`config.mk`:
```
export PLATFORM = sky130hd
export DESIGN_NAME = tap_counter
export DESIGN_NICKNAME = d
export VERILOG_FILES = /design/src/hdl/tap_counter_pkg.sv /design/src/hdl/input_debouncer.sv /design/src/hdl/tap_counter.sv
export VERILOG_INCLUDE_DIRS = /design/src /design/src/hdl
export SDC_FILE = /design/constraint.sdc
export NUM_CORES = 1
export LEC_CHECK = 0
export BUFFER_PORTS_ARGS = -buffer_cell sky130_fd_sc_hd__buf_4
export CAP_MARGIN = 0
export CORE_UTILIZATION = 33
export CTS_CLUSTER_SIZE = 8
export DETAILED_ROUTE_END_ITERATION = 8
export GPL_ROUTABILITY_DRIVEN = 0
export HOLD_SLACK_MARGIN = 0.02
export SYNTH_ARGS = -nofsm -noshare
export SYNTH_HDL_FRONTEND = slang
export SYNTH_HIERARCHICAL = 1
export SYNTH_SLANG_ARGS = --single-unit
```
`constraint.sdc`:
```
create_clock -name clk -period 2.7 [get_ports clk]
set_input_delay 0.27 -clock clk [delete_from_list [all_inputs] [get_ports clk]]
set_output_delay 0.27 -clock clk [all_outputs]
set_load 0.05 [all_outputs]
```
`src/hdl/tap_counter_map.svh`:
```
// constants for the push-button tap counter: timing, widths, reset values
// assumes a 50 MHz core clock; all slow timing runs on a 1 ms tick
`ifndef TAP_COUNTER_MAP_SVH
`define TAP_COUNTER_MAP_SVH

`define CLK_PERIOD_NS 20
`define TICK_NS 1000000
`define TICK_CYCLES (`TICK_NS / `CLK_PERIOD_NS)
`define TICK_W 16

`define DEBOUNCE_MS 40
`define SLOW_MS 250
`define FAST_MS 50
`define HOLD_MS 1000

`define DB_W 6
`define RATE_W 8
`define HOLD_W 10
`define POS_W 5
`define TAPS 32
`define POS_TOP 5'h1f
`define POS_BOTTOM 5'h00
`define POS_RESET 5'h00

`endif

```
`src/hdl/tap_counter_pkg.sv`:
```
// types for the push-button tap counter
// assumes tap_counter_map.svh on the include path
`include "tap_counter_map.svh"

package tap_counter_pkg;

    typedef enum logic [1:0] {ST_LOAD, ST_IDLE, ST_SCAN} pot_state_t;

    typedef struct packed {
        logic stable;
        logic [`DB_W-1:0] cnt;
    } db_regs_t;

    typedef struct packed {
        pot_state_t state;
        logic [`POS_W-1:0] pos;
        logic [`TAPS-1:0] tap;
        logic [`RATE_W-1:0] rate_cnt;
        logic [`HOLD_W-1:0] hold_cnt;
        logic fast;
        logic dir_up;
        logic ase_prev;
        logic supply_prev;
        logic ase_at_pu;
        logic lock;
        logic save;
        logic [`POS_W-1:0] save_data;
        logic [`TICK_W-1:0] pre;
    } pot_regs_t;

endpackage : tap_counter_pkg
```
`src/hdl/input_debouncer.sv`:
```
// one active-low input filter, stepped by the shared 1 ms tick
// assumes the raw input is already synchronous to clk
`timescale 1ns/1ns
`default_nettype none
`include "tap_counter_map.svh"

module input_debouncer (
    input wire logic clk,
    input wire logic rst,
    input wire logic tick,
    input wire logic raw_n,
    output logic clean_n
);
    tap_counter_pkg::db_regs_t s_reg;
    tap_counter_pkg::db_regs_t s_next;

    always_comb begin
        s_next = s_reg;
        if (raw_n == s_reg.stable) begin
            s_next.cnt = '0;
        end else if (tick) begin
            if (s_reg.cnt == `DB_W'(`DEBOUNCE_MS - 1)) begin
                s_next.stable = raw_n;
                s_next.cnt = '0;
            end else begin
                s_next.cnt = s_reg.cnt + `DB_W'(1);
            end
        end
    end

    always_ff @(posedge clk) begin
        if (rst) begin
            s_reg.stable <= 1'b1;
            s_reg.cnt <= '0;
        end else begin
            s_reg <= s_next;
        end
    end

    assign clean_n = s_reg.stable;

    a_glitch_ignored: assert property (@(posedge clk) disable iff (rst)
        (raw_n == s_reg.stable) |=> $stable(clean_n))
        else $error("filtered level moved without a held change");

endmodule : input_debouncer
`default_nettype wire

```
`src/hdl/tap_counter.sv`:
```
// push-button tap counter: debounce, saturating position, scan rates, save/restore
// assumes synchronous inputs, a supply monitor level and an external nonvolatile word
`timescale 1ns/1ns
`default_nettype none
`include "tap_counter_map.svh"

module tap_counter #(
    parameter logic [`TICK_W-1:0] TICK_CYCLES = `TICK_W'(`TICK_CYCLES)
) (
    input wire logic clk,
    input wire logic rst,
    input wire logic step_up_n,
    input wire logic step_down_n,
    input wire logic save_enable_n,
    input wire logic supply_low,
    input wire logic [`POS_W-1:0] nvm_rdata,
    output logic nvm_write,
    output logic [`POS_W-1:0] nvm_wdata,
    output logic [`POS_W-1:0] wiper_pos,
    output logic [`TAPS-1:0] tap_select
);
    // ------------------------------------------------------------
    // helpers
    // ------------------------------------------------------------
    function automatic logic [`POS_W-1:0] sat_step(input logic [`POS_W-1:0] p,
                                                   input logic up);
        if (up) begin
            sat_step = (p == `POS_TOP) ? p : p + `POS_W'(1);
        end else begin
            sat_step = (p == `POS_BOTTOM) ? p : p - `POS_W'(1);
        end
    endfunction : sat_step

    function automatic logic [`TAPS-1:0] tap_decode(input logic [`POS_W-1:0] p);
        tap_decode = `TAPS'(1) << p;
    endfunction : tap_decode

    tap_counter_pkg::pot_regs_t s_reg;
    tap_counter_pkg::pot_regs_t s_next;
    logic tick;
    logic up_db_n;
    logic dn_db_n;
    logic ase_db_n;
    logic up_only;
    logic dn_only;
    logic step_now;
    logic [`RATE_W-1:0] period;

    // ------------------------------------------------------------
    // filters
    // ------------------------------------------------------------
    assign tick = (s_reg.pre == TICK_CYCLES - `TICK_W'(1));

    input_debouncer u_up (.clk(clk), .rst(rst), .tick(tick),
        .raw_n(step_up_n), .clean_n(up_db_n));
    input_debouncer u_dn (.clk(clk), .rst(rst), .tick(tick),
        .raw_n(step_down_n), .clean_n(dn_db_n));
    input_debouncer u_ase (.clk(clk), .rst(rst), .tick(tick),
        .raw_n(save_enable_n), .clean_n(ase_db_n));

    assign up_only = !up_db_n && dn_db_n;
    assign dn_only = !dn_db_n && up_db_n;
    assign period = s_reg.fast ? `RATE_W'(`FAST_MS) : `RATE_W'(`SLOW_MS);

    // ------------------------------------------------------------
    // next state
    // ------------------------------------------------------------
    always_comb begin
        s_next = s_reg;
        step_now = 1'b0;
        s_next.save = 1'b0;
        s_next.pre = tick ? '0 : s_reg.pre + `TICK_W'(1);
        s_next.ase_prev = ase_db_n;
        s_next.supply_prev = supply_low;
        unique case (s_reg.state)
            tap_counter_pkg::ST_LOAD: begin
                // raw pin is caught here, the filter has not settled yet
                s_next.pos = nvm_rdata;
                s_next.ase_at_pu = save_enable_n;
                s_next.state = tap_counter_pkg::ST_IDLE;
            end
            tap_counter_pkg::ST_IDLE: begin
                if (!s_reg.lock && (up_only || dn_only)) begin
                    step_now = 1'b1;
                    s_next.dir_up = up_only;
                    s_next.rate_cnt = '0;
                    s_next.hold_cnt = '0;
                    s_next.fast = 1'b0;
                    s_next.state = tap_counter_pkg::ST_SCAN;
                end
            end
            tap_counter_pkg::ST_SCAN: begin
                if (up_db_n && dn_db_n) begin
                    s_next.state = tap_counter_pkg::ST_IDLE;
                    s_next.fast = 1'b0;
                    s_next.rate_cnt = '0;
                    s_next.hold_cnt = '0;
                end else if (!s_reg.lock && (up_only || dn_only) && tick) begin
                    s_next.dir_up = up_only;
                    if (s_reg.hold_cnt == `HOLD_W'(`HOLD_MS - 1)) begin
                        s_next.fast = 1'b1;
                    end else begin
                        s_next.hold_cnt = s_reg.hold_cnt + `HOLD_W'(1);
                    end
                    if (s_reg.rate_cnt + `RATE_W'(1) >= period) begin
                        step_now = 1'b1;
                        s_next.rate_cnt = '0;
                    end else begin
                        s_next.rate_cnt = s_reg.rate_cnt + `RATE_W'(1);
                    end
                end
            end
        endcase
        if (step_now) begin
            s_next.pos = sat_step(s_reg.pos, up_only);
        end
        s_next.tap = tap_decode(s_next.pos);
        if (s_reg.state != tap_counter_pkg::ST_LOAD) begin
            if (s_reg.ase_at_pu && !ase_db_n) begin
                s_next.lock = 1'b1;
            end else if (ase_db_n) begin
                s_next.lock = 1'b0;
            end
            if (!ase_db_n && supply_low && !s_reg.supply_prev) begin
                s_next.save = 1'b1;
            end
            if (ase_db_n && !s_reg.ase_prev) begin
                s_next.save = 1'b1;
            end
            if (s_next.save) begin
                s_next.save_data = s_reg.pos;
            end
        end
    end

    always_ff @(posedge clk) begin
        if (rst) begin
            s_reg <= '0;
            s_reg.state <= tap_counter_pkg::ST_LOAD;
            s_reg.pos <= `POS_RESET;
            s_reg.tap <= `TAPS'(1);
            s_reg.ase_prev <= 1'b1;
        end else begin
            s_reg <= s_next;
        end
    end

    assign nvm_write = s_reg.save;
    assign nvm_wdata = s_reg.save_data;
    assign wiper_pos = s_reg.pos;
    assign tap_select = s_reg.tap;

    // ------------------------------------------------------------
    // checks
    // ------------------------------------------------------------
    a_load_first: assert property (@(posedge clk) disable iff (rst)
        // rst is still sampled high at the releasing edge, so gate on it here
        (!rst && s_reg.state == tap_counter_pkg::ST_LOAD) |=>
        (wiper_pos == $past(nvm_rdata)) && (s_reg.state == tap_counter_pkg::ST_IDLE))
        else $error("power-up load missed");
    a_tap_onehot: assert property (@(posedge clk) disable iff (rst)
        $onehot(tap_select) && (tap_select == tap_decode(wiper_pos)))
        else $error("tap select not one-hot on position");
    a_up_step: assert property (@(posedge clk) disable iff (rst)
        (step_now && up_only && wiper_pos != `POS_TOP) |=>
        (wiper_pos == $past(wiper_pos) + `POS_W'(1)))
        else $error("up step not by one");
    a_down_step: assert property (@(posedge clk) disable iff (rst)
        (step_now && dn_only && wiper_pos != `POS_BOTTOM) |=>
        (wiper_pos == $past(wiper_pos) - `POS_W'(1)))
        else $error("down step not by one");
    a_no_wrap: assert property (@(posedge clk) disable iff (rst)
        (s_reg.state != tap_counter_pkg::ST_LOAD &&
         ((wiper_pos == `POS_TOP && !dn_only) || (wiper_pos == `POS_BOTTOM && !up_only)))
        |=> $stable(wiper_pos))
        else $error("position wrapped");
    a_both_hold: assert property (@(posedge clk) disable iff (rst)
        (s_reg.state != tap_counter_pkg::ST_LOAD && !up_db_n && !dn_db_n)
        |=> $stable(wiper_pos))
        else $error("step with both inputs low");
    a_lock_hold: assert property (@(posedge clk) disable iff (rst)
        (s_reg.state != tap_counter_pkg::ST_LOAD && s_reg.lock) |=> $stable(wiper_pos))
        else $error("step while locked out");
    a_release_idle: assert property (@(posedge clk) disable iff (rst)
        (s_reg.state == tap_counter_pkg::ST_SCAN && up_db_n && dn_db_n) |=>
        (s_reg.state == tap_counter_pkg::ST_IDLE) && !s_reg.fast && $stable(wiper_pos))
        else $error("release did not end scan");
    a_manual_save: assert property (@(posedge clk) disable iff (rst)
        (s_reg.state != tap_counter_pkg::ST_LOAD && ase_db_n && !s_reg.ase_prev) |=>
        nvm_write && (nvm_wdata == $past(wiper_pos)) ##1 !nvm_write)
        else $error("manual save missing");
    a_auto_save: assert property (@(posedge clk) disable iff (rst)
        (s_reg.state != tap_counter_pkg::ST_LOAD && !ase_db_n && supply_low &&
         !s_reg.supply_prev) |=> nvm_write && (nvm_wdata == $past(wiper_pos)))
        else $error("power-loss save missing");
    a_slow_gap: assert property (@(posedge clk) disable iff (rst)
        (s_reg.state == tap_counter_pkg::ST_SCAN && !s_reg.fast) |->
        (s_reg.rate_cnt < `RATE_W'(`SLOW_MS)))
        else $error("slow rate counter overran");
    a_slow_step: assert property (@(posedge clk) disable iff (rst)
        (s_reg.state == tap_counter_pkg::ST_SCAN && !s_reg.fast && step_now) |->
        tick && (s_reg.rate_cnt == `RATE_W'(`SLOW_MS - 1)))
        else $error("slow step off its period");
    a_fast_gap: assert property (@(posedge clk) disable iff (rst)
        (s_reg.state == tap_counter_pkg::ST_SCAN && s_reg.fast && step_now) |->
        tick && (s_reg.rate_cnt == `RATE_W'(`FAST_MS - 1)))
        else $error("fast step off its period");
    a_hold_switch: assert property (@(posedge clk) disable iff (rst)
        (s_reg.state == tap_counter_pkg::ST_SCAN && !s_reg.fast && s_next.fast) |->
        tick && (s_reg.hold_cnt == `HOLD_W'(`HOLD_MS - 1)))
        else $error("fast scan entered at the wrong time");

endmodule : tap_counter
`default_nettype wire

```
# [Yosys cells after proc, flatten, opt, wreduce, memory -nomap -nowiden]
# Cells that the tools add are included.
[word_totals] register_bits=105 word_cells=114 inputBits=11 out_inout_bits=43
[op_classes] n_lt_le_gt_ge=1 shift=1 n_reduce_logical=35 n_eq_ne=16 n_addsub=8 mux=30 bitwise_logic=4
[ops] operator="$mux W20" count=2
[ops] operator="$pmux W20 S2" count=1
[ops] operator="$shl A1 B5 Y32 const A" count=1
[ops] operator="$mux W5" count=5
[ops] operator="$mux W19" count=1
[ops] operator="$add A6 B1 Y6 const B" count=3
[ops] operator="$eq A6 B6 Y1 const B" count=3
[ops] operator="$mux W6" count=3
[ops] operator="$add A16 B1 Y16 const B" count=1
[ops] operator="$eq A16 B16 Y1 const B" count=1
[ops] operator="$mux W8" count=2
[ops] operator="$reduce_and A3 Y1" count=4
[ops] operator="$mux W1" count=11
[ops] operator="$add A10 B1 Y10 const B" count=1
[ops] operator="$eq A10 B10 Y1 const B" count=1
[ops] operator="$mux W10" count=1
[ops] operator="$reduce_or A2 Y1" count=5
[ops] operator="$logic_and A1 B1 Y1" count=9
[ops] operator="$ne A3 B3 Y1 const B" count=3
[ops] operator="$add A8 B1 Y8 const B" count=1
[ops] operator="$ge A8 B8 Y1" count=1
[ops] operator="$reduce_and A4 Y1" count=2
[ops] operator="$logic_not A1 Y1" count=6
[ops] operator="$pmux W2 S3" count=1
[ops] operator="15 further kinds" count=26

# [Depth between registers and ports, before layout]
# Gate-level depths: netlist (run 1).
[logic_depth] word_depth=10 mapped_depth=12 ltp_nobuf=10

# [Hierarchy]
# The synthesis (run 1) kept the hierarchy.
[modules_own_cells] module="tap_counter" instances=1 seq_area_each_um2=1681.6 area_per_inst_um2=4276.6 cells_per_inst=505
[modules_own_cells] module="input_debouncer" instances=3 seq_area_each_um2=140.1 area_per_inst_um2=355.3 cells_per_inst=34

# [Worst setup path before layout (run 1)]
# No wires, ideal clock.
[synth_timing] path_type="flip-flop to flip-flop" start="register s_reg[38] (netlist name)" end="register s_reg (netlist bit tap_select[1])" setup_ps=69 arrival_ps=2877 required_ps=2631 slack_ps=-246 path_stages_with_launch=12 period_less_slack_ps=2946 path_buffers=1 cell_sequence="dfxtp_1 -> ha_1 -> and3_1 -> nand3_1 -> xnor2_1 -> ha_1 -> nand2_1 -> a2111o_1 -> a311o_1 -> buf_6 -> or4_4 -> o21ai_1"
[synth_via] elab_chain_len=8
[synth_lines] item="from (decl)" line="tap_counter.sv:38" text="tap_counter_pkg::pot_regs_t s_reg;"
[synth_lines] item="from (signal assigned)" line="tap_counter.sv:144" text="s_reg <= s_next;"
[synth_lines] item="$add A8 B1 Y8" line="tap_counter.sv:105" text="if (s_reg.rate_cnt + `RATE_W'(1) >= period) begin"
[synth_lines] item="$ge A8 B8 Y1" line="tap_counter.sv:105"
[synth_lines] item="$mux W1" line="tap_counter.sv:105"
[synth_lines] item="$mux W1" line="tap_counter.sv:98" text="end else if (!s_reg.lock && (up_only || dn_only) && tick) begin"
[synth_lines] item="$mux W1" line="tap_counter.sv:93" text="if (up_db_n && dn_db_n) begin"
[synth_lines] item="$pmux W1 S2" line="tap_counter.sv:75" text="unique case (s_reg.state)"
[synth_lines] item="$mux W5" line="tap_counter.sv:114" text="if (step_now) begin"
[synth_lines] item="$shl A1 B5 Y32 (no line)"
# No other way between the ends.
# A chain may end at the register's enable or synchronous reset.

# [Final worst setup path (run 1)]
[layout_timing] start="register s_reg[39] (netlist name)" end="register s_reg (netlist bit tap_select[22])"
# The elaborated chain is that of the path after synthesis.

==> results.md, run 1 <==
- Status: finished, violations left
- Failing checks: setup timing
- Clock transition at the registers of the reported paths: 0.07 ns
- Warnings from Yosys: 6
- Worst-path fanout max: 4
- Peak Freq: 361 MHz
- Via-per-instance ratio: 4.86
- Initial core utilization: 33.8%
- Slew @ Worst Pin: 0.775 ns
- Crit-path cells: ha_4 -> and3_4 -> nand3_4 -> xnor2_2 -> ha_1 -> nand2_1 -> a2111o_1 -> a311oi_4 -> clkbuf_16 -> mux2i_1 -> buf_4 -> nor2_1
- Final period util: 103%
- RSZ-0062 raised after global routing: true
- Drt pass-1 iters: 4
- Clk_lat worst skew: 0.35 ns
- Final Max Slew Viols: 0
- CTS Sinks: 105
- Relative slew slack: 48.0%
- Leakage: 2.42 nW
- H-tree depth: 3
- IO Pins: 54
- CP max stage cell: a311oi_4
- Root buffer cell: clkbuf_16
- DRC Markers: 0
- CTS Buffer Depth: 2
- Post-synthesis sequential area ratio: 39.3%
- Final Hold Fails: 0
- CORE AREA: 0.0158 mm2
- Die ar.: 0.0167 mm2
- # setup viols final: 23
- Max reg flops: 41
- Asr flop ratio synth: 0%
- Commonest cells after routing, fill and taps aside: 100 x dfxtp_1, 90 x nor2_1, 84 x buf_4, 26 x nand2_1
- Reg-to-Reg Start: s_reg[39]$_SDFFE_PP0P_
- TritonCTS Buffers: 9
- Hold path start: supply_low
- Post-layout util: 40.6%
- Flops & latches, synth: 105
- Initial drt markers: 290
- Vias in the first global route: 3901
- Synth-to-Final Area Change: 20.3%
- Fin nets: 671
- Worst EP required: 2.95 ns
- Port Buffer Count: 53
- GR Util All Layers: 13.5%
- Maxcap violations: 0
- Synth cell types: 59
- DP Wirelength: 7880 um
- Syn Nets: 635
- Hold Path Class: input pin to flip-flop
- Rows: 46
- Global route total overflow: 0
- Synth Flop Type: dfxtp_1
- CTS tree: built
- Most common cell after layout, fill and taps aside: dfxtp_1
- Pwr dens: 502 mW/mm2
- Layout cells sized above 1: 27.3%
- Synth Instances: 607
- Setup crit start kind: flip-flop
- Peak per-stage delay on the critical path: 0.46 ns
- WL final: 11200 um
- Max VDD drop: 254 uV
- CP startpoint: s_reg[39]$_SDFFE_PP0P_
- First-pass GRT wire length: 18200 um
- Largest net degree at the start of global routing: 41
- Final Power: 0.00323 W
- Die Span Y: 129 um
- Hold_ws: 0.157 ns
- Avg WL per Cell: 13.0 um
- Setup crit end kind: flip-flop
- Layout Skew: 0.00848 ns
- Crit Path Category: flip-flop to flip-flop
- ANT nets after route: 0
- Post-Syn Area per Cell: 8.80 um2
- Total negative slack: -0.828 ns
- Inserted Diodes: 0
- Worst Path Arrival: 3.03 ns
- Post-route setup slack: -0.0734 ns
- Netlist Area Pre-Place: 0.00534 mm2
- Die W: 129 um
- EDFF count, synth: 0
- Total number of vias: 4201
- Post-route minimum period: 2.77 ns
- Initial antenna violation count: 0
## layout make-up
class                   count  area, um2
clock buffers               9        225
inverters                  19       71.3
well taps                 216        270
multi-input cells         419       2970
repair buffers             89        713
flip-flops and latches    105       2120
clock inverters             7       62.6
fillers                  1530       9400
## kinds of logic (layout without fill, tap and decap cells)
group | Yosys count | in the layout | synth area share [%]
AND/OR/NAND/NOR | 254 | 254 | 25.6
flip-flops | 105 | 105 | 39.3
XOR/XNOR | 41 | 41 | 6.72
buffers and inverters | 83 | 124 | 9.48
multiplexers | 22 | 22 | 4.19
AO/OA/AOI/OAI | 85 | 85 | 10.7
adder cells (fa/ha/maj) | 17 | 17 | 3.98
## routing by layer
metal	GRT usage [%]	vias to the layer above	wire (um)
met3	3.30	20	431
met2	22.6	74	5330
met5	0	-	0
met4	4.78	0	240
li1	-	2136	-
met1	17.0	1971	5210
## where the power goes
group	total, W	internal [W]	leakage (nW)	switching (W)
registers	0.00158	0.00156	0.853	0.0000162
clock network	0.00126	0.000642	0.136	0.000618
logic	0.000388	0.000134	1.43	0.000253
## through the flow
step                cell area (um2)  setup WS [ns]  cells
detailed placement             5820        -0.0843    838
CTS                            6190        -0.0379    860
floorplan                      5380        -0.0219    607
global placement               5820         0.0291    838
finish                         6430        -0.0734    864
global route                   6430         -0.192    864
## what timing repair did
item | CTS | global route
pin swaps | 3 | 24
cloned | 0 | 1
hold buffers | 0 | 0
endpoints found under the setup margin | 22 | 41
setup buffers | 6 | 3
gates resized for setup | 12 | 48
## path summary, 6_finish.rpt
kind | cells after the start | slack (ns) | to
worst max-delay path | 12 | -0.07 | tap_select[22]$_SDFF_PP0_
worst min-delay path | 2 | 0.16 | s_reg[24]$_SDFF_PP0_
worst max register to register | 12 | -0.07 | tap_select[22]$_SDFF_PP0_
worst min register to register | 1 | 0.45 | s_reg[0]$_SDFF_PP0_
## cell usage after synthesis (all sizes together) (2+ instances only)
cell type | number | area, um2
dfxtp | 105 | 2100
nor2 | 98 | 368
buf | 49 | 379
nand2 | 30 | 161
o21ai | 27 | 139
nand3 | 25 | 130
xnor2 | 21 | 184
a21oi | 20 | 100
nor3 | 20 | 100
xor2 | 20 | 175
inv | 19 | 71.3
mux2i | 19 | 190
ha | 17 | 213
clkbuf | 15 | 56.3
nand2b | 12 | 75.1
nand4 | 12 | 120
and3 | 10 | 66.3
a211oi | 9 | 87.6
or2 | 8 | 50.1
or3 | 8 | 50.1
nor2b | 6 | 37.5
a311oi | 5 | 50.0
nor4b | 5 | 43.8
a22oi | 4 | 30.0
a41oi | 4 | 35.0
nor4 | 4 | 25.0
and2 | 3 | 18.8
mux2 | 3 | 33.8
nor3b | 3 | 22.5
o22ai | 3 | 18.8
a211o | 2 | 17.5
and4 | 2 | 17.5
nor4bb | 2 | 20.0
or3b | 2 | 17.5
## critical path, delay by kind of cell, from the launching register on
family,cells,cell delay (ns)
XOR/XNOR,1,0.16
flip-flops,1,0.39
buffers and inverters,2,0.38
multiplexers,1,0.18
AND/OR/NAND/NOR,4,0.35
adder cells (fa/ha/maj),2,0.41
AO/OA/AOI/OAI,2,0.81
Power figures use the tool's default switching activity.
==> run 2: changes to the inputs <==
--- a/config.mk
+++ b/config.mk
@@ -6,6 +6,7 @@
 export SDC_FILE = /design/constraint.sdc
 export NUM_CORES = 1
 export LEC_CHECK = 0
+export ABC_AREA = 1
 export BUFFER_PORTS_ARGS = -buffer_cell sky130_fd_sc_hd__buf_4
 export CAP_MARGIN = 0
 export CORE_UTILIZATION = 33
==> results.md, run 2 <==
- Synth Instances: 690 (+14%)
- CORE AREA: 0.0151 mm2 (-4.3%)
- Reg-to-Reg Start: s_reg[38]$_SDFFE_PP0P_
- Post-route setup slack: 0.110 ns (+0.183 ns)
- Setup crit start kind: flip-flop
- Total number of vias: 4188 (-0.31%)
- Peak per-stage delay on the critical path: 0.38 ns (-0.08 ns)
- Largest cells by area after synthesis: dfxtp_1 41%, nand2_1 9.6%, nor2_1 7.3%
- Final Max Slew Viols: 0 (unchanged)
- Drt pass-1 iters: 4 (unchanged)
- Fin nets: 756 (+13%)
- Die Span Y: 126 um (-2.2%)
- Status: complete, no violations
- GR Util All Layers: 13.2% (-0.38 points)
- Hold_buf cts: 0 (unchanged)
- Synth-to-Final Area Change: 19.9%
- DP Wirelength: 7630 um (-3.3%)
- EDFF count, synth: 0 (unchanged)
- Reg area: 0.00211 mm2 (-0.24%)
- Top post-synthesis cells by count: 131 x nand2_1, 105 x dfxtp_1, 100 x nor2_1, 83 x inv_1, 47 x nand3_1
- Hold Path Class: input pin to flip-flop
- Setup crit end kind: flip-flop
- Layout Skew: 0.0115 ns (+0.00300 ns)
- Final Hold Fails: 0 (unchanged)
- Final period util: 95.9% (-6.8 points)
- Clk_lat worst skew: 0.35 ns (about the same)
- Initial antenna violation count: 0 (unchanged)
- Worst Setup EP: tap_select[5]$_SDFF_PP0_
- Avg WL per Cell: 11.5 um (-11%)
- Flops & latches, synth: 105 (unchanged)
- Max reg flops: 41 (unchanged)
- Inst Count DP: 890 (+6.2%)
- Crit Path Category: flip-flop to flip-flop
- Post-synthesis sequential area ratio: 41.1% (+1.8 points)
- Post-synthesis xor/xnor area fraction: 2.23% (-4.5 points)
- Die ar.: 0.0160 mm2 (-4.3%)
- Worst Path Arrival: 2.87 ns (-0.16 ns)
- # setup viols final: 0 (-100%)
- Commonest cells after routing, fill and taps aside: 121 x nand2_1, 102 x dfxtp_1, 95 x nor2_1, 78 x inv_1, 76 x buf_4
- Inserted Diodes: 0 (unchanged)
- CP startpoint: s_reg[38]$_SDFFE_PP0P_
- Largest family of logic cells by synthesized area: simple AND/OR/NAND/NOR gates
- Post-synth top area share: 41.1% (+1.8 points)
- Final Power: 0.00315 W (-2.4%)
- Worst-path fanout max: 6 (+2)
- Synth Flop Type: dfxtp_1
- Relative slew slack: 62.6% (+15 points)
- Die W: 126 um (-2.2%)
- Compound-cell area share of the yosys netlist: 9.72% (-1.0 points)
- Combinational share of power: 10.8% (-1.2 points)
- Fill count: 1541 (+0.72%)
- TritonCTS Buffers: 9 (unchanged)
- Total negative slack: 0 ns (+0.828 ns)
- CTS tree: built
- Layout Cells excl Fill: 920 (+6.5%)
- Initial drt markers: 186 (-36%)
- H-tree depth: 3 (unchanged)
- Asr flop ratio synth: 0% (unchanged)
- Vias in the first global route: 3721 (-4.6%)
- Slew @ Worst Pin: 0.555 ns (-0.219 ns)
- Maxcap violations: 0 (unchanged)
- Simple-gate share of the synthesized area: 29.0% (+3.5 points)
- RSZ-0062 raised after global routing: true
- CTS Sinks: 105 (unchanged)
- ANT nets after route: 0 (unchanged)
- Rows: 45 (-2.2%)
- Count leader, synth: nand2_1
- Synth cell types: 38 (-36%)
- Net Switching: 0.000835 W (-5.9%)
- Sequential share of power: 50.2% (+1.2 points)
- Worst EP required: 2.98 ns (+0.03 ns)
- Area of the multi-input gates: 0.00253 mm2 (-15%)
- CTS Buffer Depth: 2 (unchanged)
- WL final: 10600 um (-5.6%)
- DRC Markers: 0 (unchanged)
- Post-Syn Area per Cell: 7.41 um2 (-16%)
- R2R depth: 21 (+9)
- Largest net degree at the start of global routing: 28 (-32%)
- Reg-to-reg endpoint: tap_select[5]$_SDFF_PP0_
- Clock group share of total power: 38.9% (about the same)
- Root buffer cell: clkbuf_16
- Max VDD drop: 344 uV (+35%)
- Synth area leader: dfxtp_1
- Pwr dens: 514 mW/mm2 (+2.3%)
- DP Worst Slack: -0.00645 ns (+0.0779 ns)
- CP max stage cell: dfxtp_4
- Synth Area in Adders: 4.16% (+0.18 points)
- Initial core utilization: 33.7% (about the same)
- Post-route minimum period: 2.59 ns (-0.183 ns)
- Clock transition at the registers of the reported paths: 0.07 ns (about the same)
- Via-per-instance ratio: 4.55 (-6.4%)
- Post-synthesis mux area share: 0% (-4.2 points)
- Post-layout util: 40.4% (-0.15 points)
- Peak Freq: 386 MHz (+7.1%)
- Crit-path cells: ha_4 -> nand2_4 -> inv_2 -> nand2_2 -> nor2_2 -> xnor2_1 -> inv_1 -> ha_1 -> nand2_2 -> nor2_2 -> nand3_1 -> nand2_2 -> nand2_2 -> nand2_4 -> nand2_8 -> nand2_4 -> nand2_4 -> inv_4 -> nor2_4 -> nand3_2 -> nor2_1
- Port Buffer Count: 53 (unchanged)
- Register-to-Register Setup Slack: 0.11 ns (+0.18 ns)
- Netlist Area Pre-Place: 0.00511 mm2 (-4.3%)
- Warnings from Yosys: 6 (unchanged)
- Global route total overflow: 0 (unchanged)
- Syn Nets: 718 (+13%)
- Most common cell after layout, fill and taps aside: nand2_1
- IO Pins: 54 (unchanged)
- First-pass GRT wire length: 17000 um (-6.3%)
- Cell Int Power: 0.00231 W (-1.1%)
- Leakage: 2.49 nW (+2.7%)
- Switching portion of total power: 26.5% (-0.97 points)
- Layout cells sized above 1: 23.4% (-4.0 points)
==> run 2: cell count changes after synthesis, sizes merged, moves of 16 or more <==
cell   previous run  this run
nand2            30       139
inv              19        88
nand3            25        51
a21oi            20        41
mux2i            19         0
xnor2            21         5
==> run 2: logic make-up after synthesis <==
group                    after synthesis
AND/OR/NAND/NOR                      328
AO/OA/AOI/OAI                         87
flip-flops                           105
adder cells (fa/ha/maj)               17
buffers and inverters                140
XOR/XNOR                              13
==> run 2: cell type report <==
cell class,count,area share [%]
Timing Repair Buffer,78,9.97
Multi-Input combinational cell,445,41.4
Clock buffer,9,3.68
Tap cell,188,3.84
Sequential cell,105,34.5
Clock inverter,6,0.858
Inverter,89,5.78
==> run 2: repair_timing <==
action | 4_1_cts | 5_1_grt
pin swaps | 1 | 31
gates resized for setup | 2 | 67
endpoints found under the setup margin | 5 | 34
buffers inserted | 1 | 13
cloned | 0 | 1
==> run 2: worst min path at each step <==
stage	startpoint	to	slack, ns	cells after the start
after floorplan	rst	wiper_pos[4]$_SDFF_PP0_	0.34	1
after global placement	s_reg[0]$_SDFF_PP0_	s_reg[0]$_SDFF_PP0_	0.43	1
after detailed placement	s_reg[0]$_SDFF_PP0_	s_reg[0]$_SDFF_PP0_	0.44	1
after CTS	step_up_n	u_up/clean_n$_SDFFE_PP1P_	0.13	3
after global routing	step_down_n	u_dn/clean_n$_SDFFE_PP1P_	0.16	3
final	step_up_n	u_up/clean_n$_SDFFE_PP1P_	0.15	3
==> run 2: per-layer routing <==
layer | up-vias | GRT usage, % | part of all wire (%)
li1 | 2243 | - | -
met1 | 1876 | 17.1 | 48
met2 | 61 | 20.9 | 46
met3 | 8 | 3.92 | 4.7
met4 | 0 | 4.25 | 1.0
met5 | - | 0 | 0
==> run 2: worst max-delay path: cells and delay by family (launching register included) <==
family	cells	cell delay, ns
fa+ha+maj	2	0.46
xor+xnor	1	0.12
buf+inv	3	0.16
flops	1	0.38
simple gates	15	1.38
==> run 2: power groups by stage <==
stage	combinational [W]	clock [W]	sequential, W
after detailed placement	0.000277	0	0.00162
after CTS	0.000280	0.00128	0.00158
after global routing	0.000372	0.00133	0.00158
final	0.000341	0.00123	0.00158
after floorplan	0.000222	0	0.00161
after global placement	0.000277	0	0.00162
==> run 2: stage by stage <==
stage               hold WS [ns]  area (um2)
floorplan                  0.342        5120
detailed placement         0.444        5470
finish                     0.149        6130
global placement           0.433        5470
CTS                        0.133        5750
global route               0.156        6130
==> run 3: changes to the inputs <==
--- a/config.mk
+++ b/config.mk
@@ -9,7 +9,7 @@
 export ABC_AREA = 1
 export BUFFER_PORTS_ARGS = -buffer_cell sky130_fd_sc_hd__buf_4
 export CAP_MARGIN = 0
-export CORE_UTILIZATION = 33
+export CORE_UTILIZATION = 41
 export CTS_CLUSTER_SIZE = 8
 export DETAILED_ROUTE_END_ITERATION = 8
 export GPL_ROUTABILITY_DRIVEN = 0
==> results.md, run 3 (synthesis gave the netlist of run 2 again) <==
- Commonest cells after routing, fill and taps aside: 125 x nand2_1, 101 x dfxtp_1, 96 x nor2_1, 79 x inv_1, 65 x buf_4
- Crit-path cells: ha_4 -> nand2_4 -> inv_2 -> nand2_2 -> nor2_2 -> xnor2_1 -> inv_1 -> ha_1 -> nand2_1 -> nor2_1 -> nand3_1 -> nand2_2 -> nand2_2 -> nand2_4 -> nand3_2 -> nand2_4 -> inv_2 -> nor2_4 -> nand3_2 -> nor2_1
- Initial drt markers: 205 (+10%)
- Die ar.: 0.0129 mm2 (-19%)
- Crit-path leading delay family: simple AND/OR/NAND/NOR gates
- Setup crit end kind: flip-flop
- Layout Skew: 0.00763 ns (-0.00384 ns)
- Global route total overflow: 0 (unchanged)
- CTS tree: built
- Root buffer cell: clkbuf_16
- Port Buffer Count: 53 (unchanged)
- Total number of vias: 4200 (+0.29%)
- Final Max Slew Viols: 0 (unchanged)
- Worst-path fanout max: 5 (-1)
- Relative slew slack: 70.6% (+8.1 points)
- Fill count: 1166 (-24%)
- DP Worst Slack: -0.0184 ns (-0.0119 ns)
- Leakage: 2.44 nW (-2.1%)
- Most common cell after layout, fill and taps aside: nand2_1
- H-tree depth: 3 (unchanged)
- Post-layout util: 49.4% (+8.9 points)
- GR Util All Layers: 16.4% (+3.3 points)
- DRC Markers: 0 (unchanged)
- Clk_lat worst skew: 0.36 ns (about the same)
- RSZ-0062 raised after global routing: true
- Inserted Diodes: 0 (unchanged)
- CTS Buffer Depth: 2 (unchanged)
- Maxcap violations: 0 (unchanged)
- CTS Sinks: 105 (unchanged)
- Post-route minimum period: 2.56 ns (-0.0325 ns)
- Rows: 40 (-11%)
- Hold_ws: 0.122 ns (-0.0263 ns)
- First-pass GRT wire length: 17100 um (+0.85%)
- IO Pins: 54 (unchanged)
- WL final: 10200 um (-3.7%)
- Via-per-instance ratio: 4.72 (+3.7%)
- Synth-to-Final Area Change: 16.5%
- Drt pass-1 iters: 4 (unchanged)
- Worst Path Arrival: 2.86 ns (about the same)
- TritonCTS Buffers: 9 (unchanged)
- Die W: 114 um (-10%)
- Worst EP required: 3.00 ns (+0.02 ns)
- CORE AREA: 0.0121 mm2 (-20%)
- Final Hold Fails: 0 (unchanged)
- Status: complete, no violations
- Pwr dens: 537 mW/mm2 (+4.4%)
- Setup crit start kind: flip-flop
- DP Wirelength: 7330 um (-3.9%)
- Peak per-stage delay on the critical path: 0.39 ns (about the same)
- Max reg flops: 41 (unchanged)
- Slew @ Worst Pin: 0.436 ns (-0.120 ns)
- CP max stage cell: dfxtp_4
- Crit Path Category: flip-flop to flip-flop
- Fin nets: 745 (-1.5%)
- Final period util: 94.7% (-1.2 points)
- Clock transition at the registers of the reported paths: 0.07 ns (about the same)
- Total negative slack: 0 ns (unchanged)
- Hold Path Class: input pin to flip-flop
- Largest net degree at the start of global routing: 28 (unchanged)
- Layout cells sized above 1: 21.2% (-2.2 points)
- Peak Freq: 391 MHz (+1.3%)
- Post-route setup slack: 0.142 ns (+0.0325 ns)
- # setup viols final: 0 (unchanged)
- Avg WL per Cell: 11.5 um (-0.47%)
- ANT nets after route: 0 (unchanged)
- Initial antenna violation count: 0 (unchanged)
- Crit path buffers/inverters: 3 (unchanged)
- Initial core utilization: 42.4% (+8.6 points)
- Max VDD drop: 274 uV (-20%)
- Vias in the first global route: 3860 (+3.7%)
- Die Span Y: 114 um (-10%)
## run 3: cell type report
cell class / instances / area [um2] / area share (%)
sequential: 105 / 2110 / 35.5
multi-input combinational: 445 / 2470 / 41.5
clock buffer: 9 / 225 / 3.78
inverter: 89 / 347 / 5.82
timing repair buffer: 67 / 514 / 8.64
tap: 168 / 210 / 3.53
clock inverter: 7 / 70.1 / 1.18
## run 3: power breakdown
part	internal [W]	switching, W	total (W)	leakage [nW]
logic	0.000101	0.000216	0.000316	1.44
clock network	0.000655	0.000642	0.00130	0.147
registers	0.00156	0.0000174	0.00158	0.852
## run 3: worst paths after layout
| path | to | depth (start not counted) | from | slack (ns) |
|---|---|---|---|---|
| max | tap_select[1]$_SDFF_PP0_ | 20 | s_reg[39]$_SDFFE_PP0P_ | 0.14 |
| min | s_reg[24]$_SDFF_PP0_ | 3 | supply_low | 0.12 |
| max reg2reg | tap_select[1]$_SDFF_PP0_ | 20 | s_reg[39]$_SDFFE_PP0P_ | 0.14 |
| min reg2reg | s_reg[0]$_SDFF_PP0_ | 1 | s_reg[0]$_SDFF_PP0_ | 0.45 |
## run 3: metal layers
metal | part of all wire [%] | track usage [%] | routed length [um] | vias up
met3 | 5.0 | 3.56 | 508 | 16
met5 | 0 | 0 | 0 | -
met2 | 46 | 27.2 | 4730 | 75
li1 | - | - | - | 2200
met4 | 2.0 | 7.02 | 204 | 0
met1 | 47 | 20.7 | 4750 | 1909
## run 3: per-stage QoR
step / power [W] / instances / area (um2)
5_1_grt: 0.00334 / 890 / 5950
6_report: 0.00319 / 890 / 5950
2_1_floorplan: 0.00184 / 690 / 5120
3_3_place_gp: 0.00189 / 867 / 5420
4_1_cts: 0.00320 / 885 / 5730
3_5_place_dp: 0.00190 / 867 / 5420
## run 3: repair_timing
item                                    in CTS  in global routing
endpoints found under the setup margin      11                 38
hold buffers                                 0                  0
setup buffers                                2                  5
gates resized for setup                      1                 51
pin swaps                                    1                 23
## run 3: worst reg2reg max path, cell delays in order, from the launching register on
cell and delay (ns):
dfxtp_4 0.39, ha_4 0.16, nand2_4 0.05, inv_2 0.05, nand2_2 0.05, nor2_2 0.11
xnor2_1 0.12, inv_1 0.07, ha_1 0.28, nand2_1 0.04, nor2_1 0.09, nand3_1 0.09
nand2_2 0.10, nand2_2 0.07, nand2_4 0.14, nand3_2 0.11, nand2_4 0.14, inv_2 0.07
nor2_4 0.16, nand3_2 0.10, nor2_1 0.10
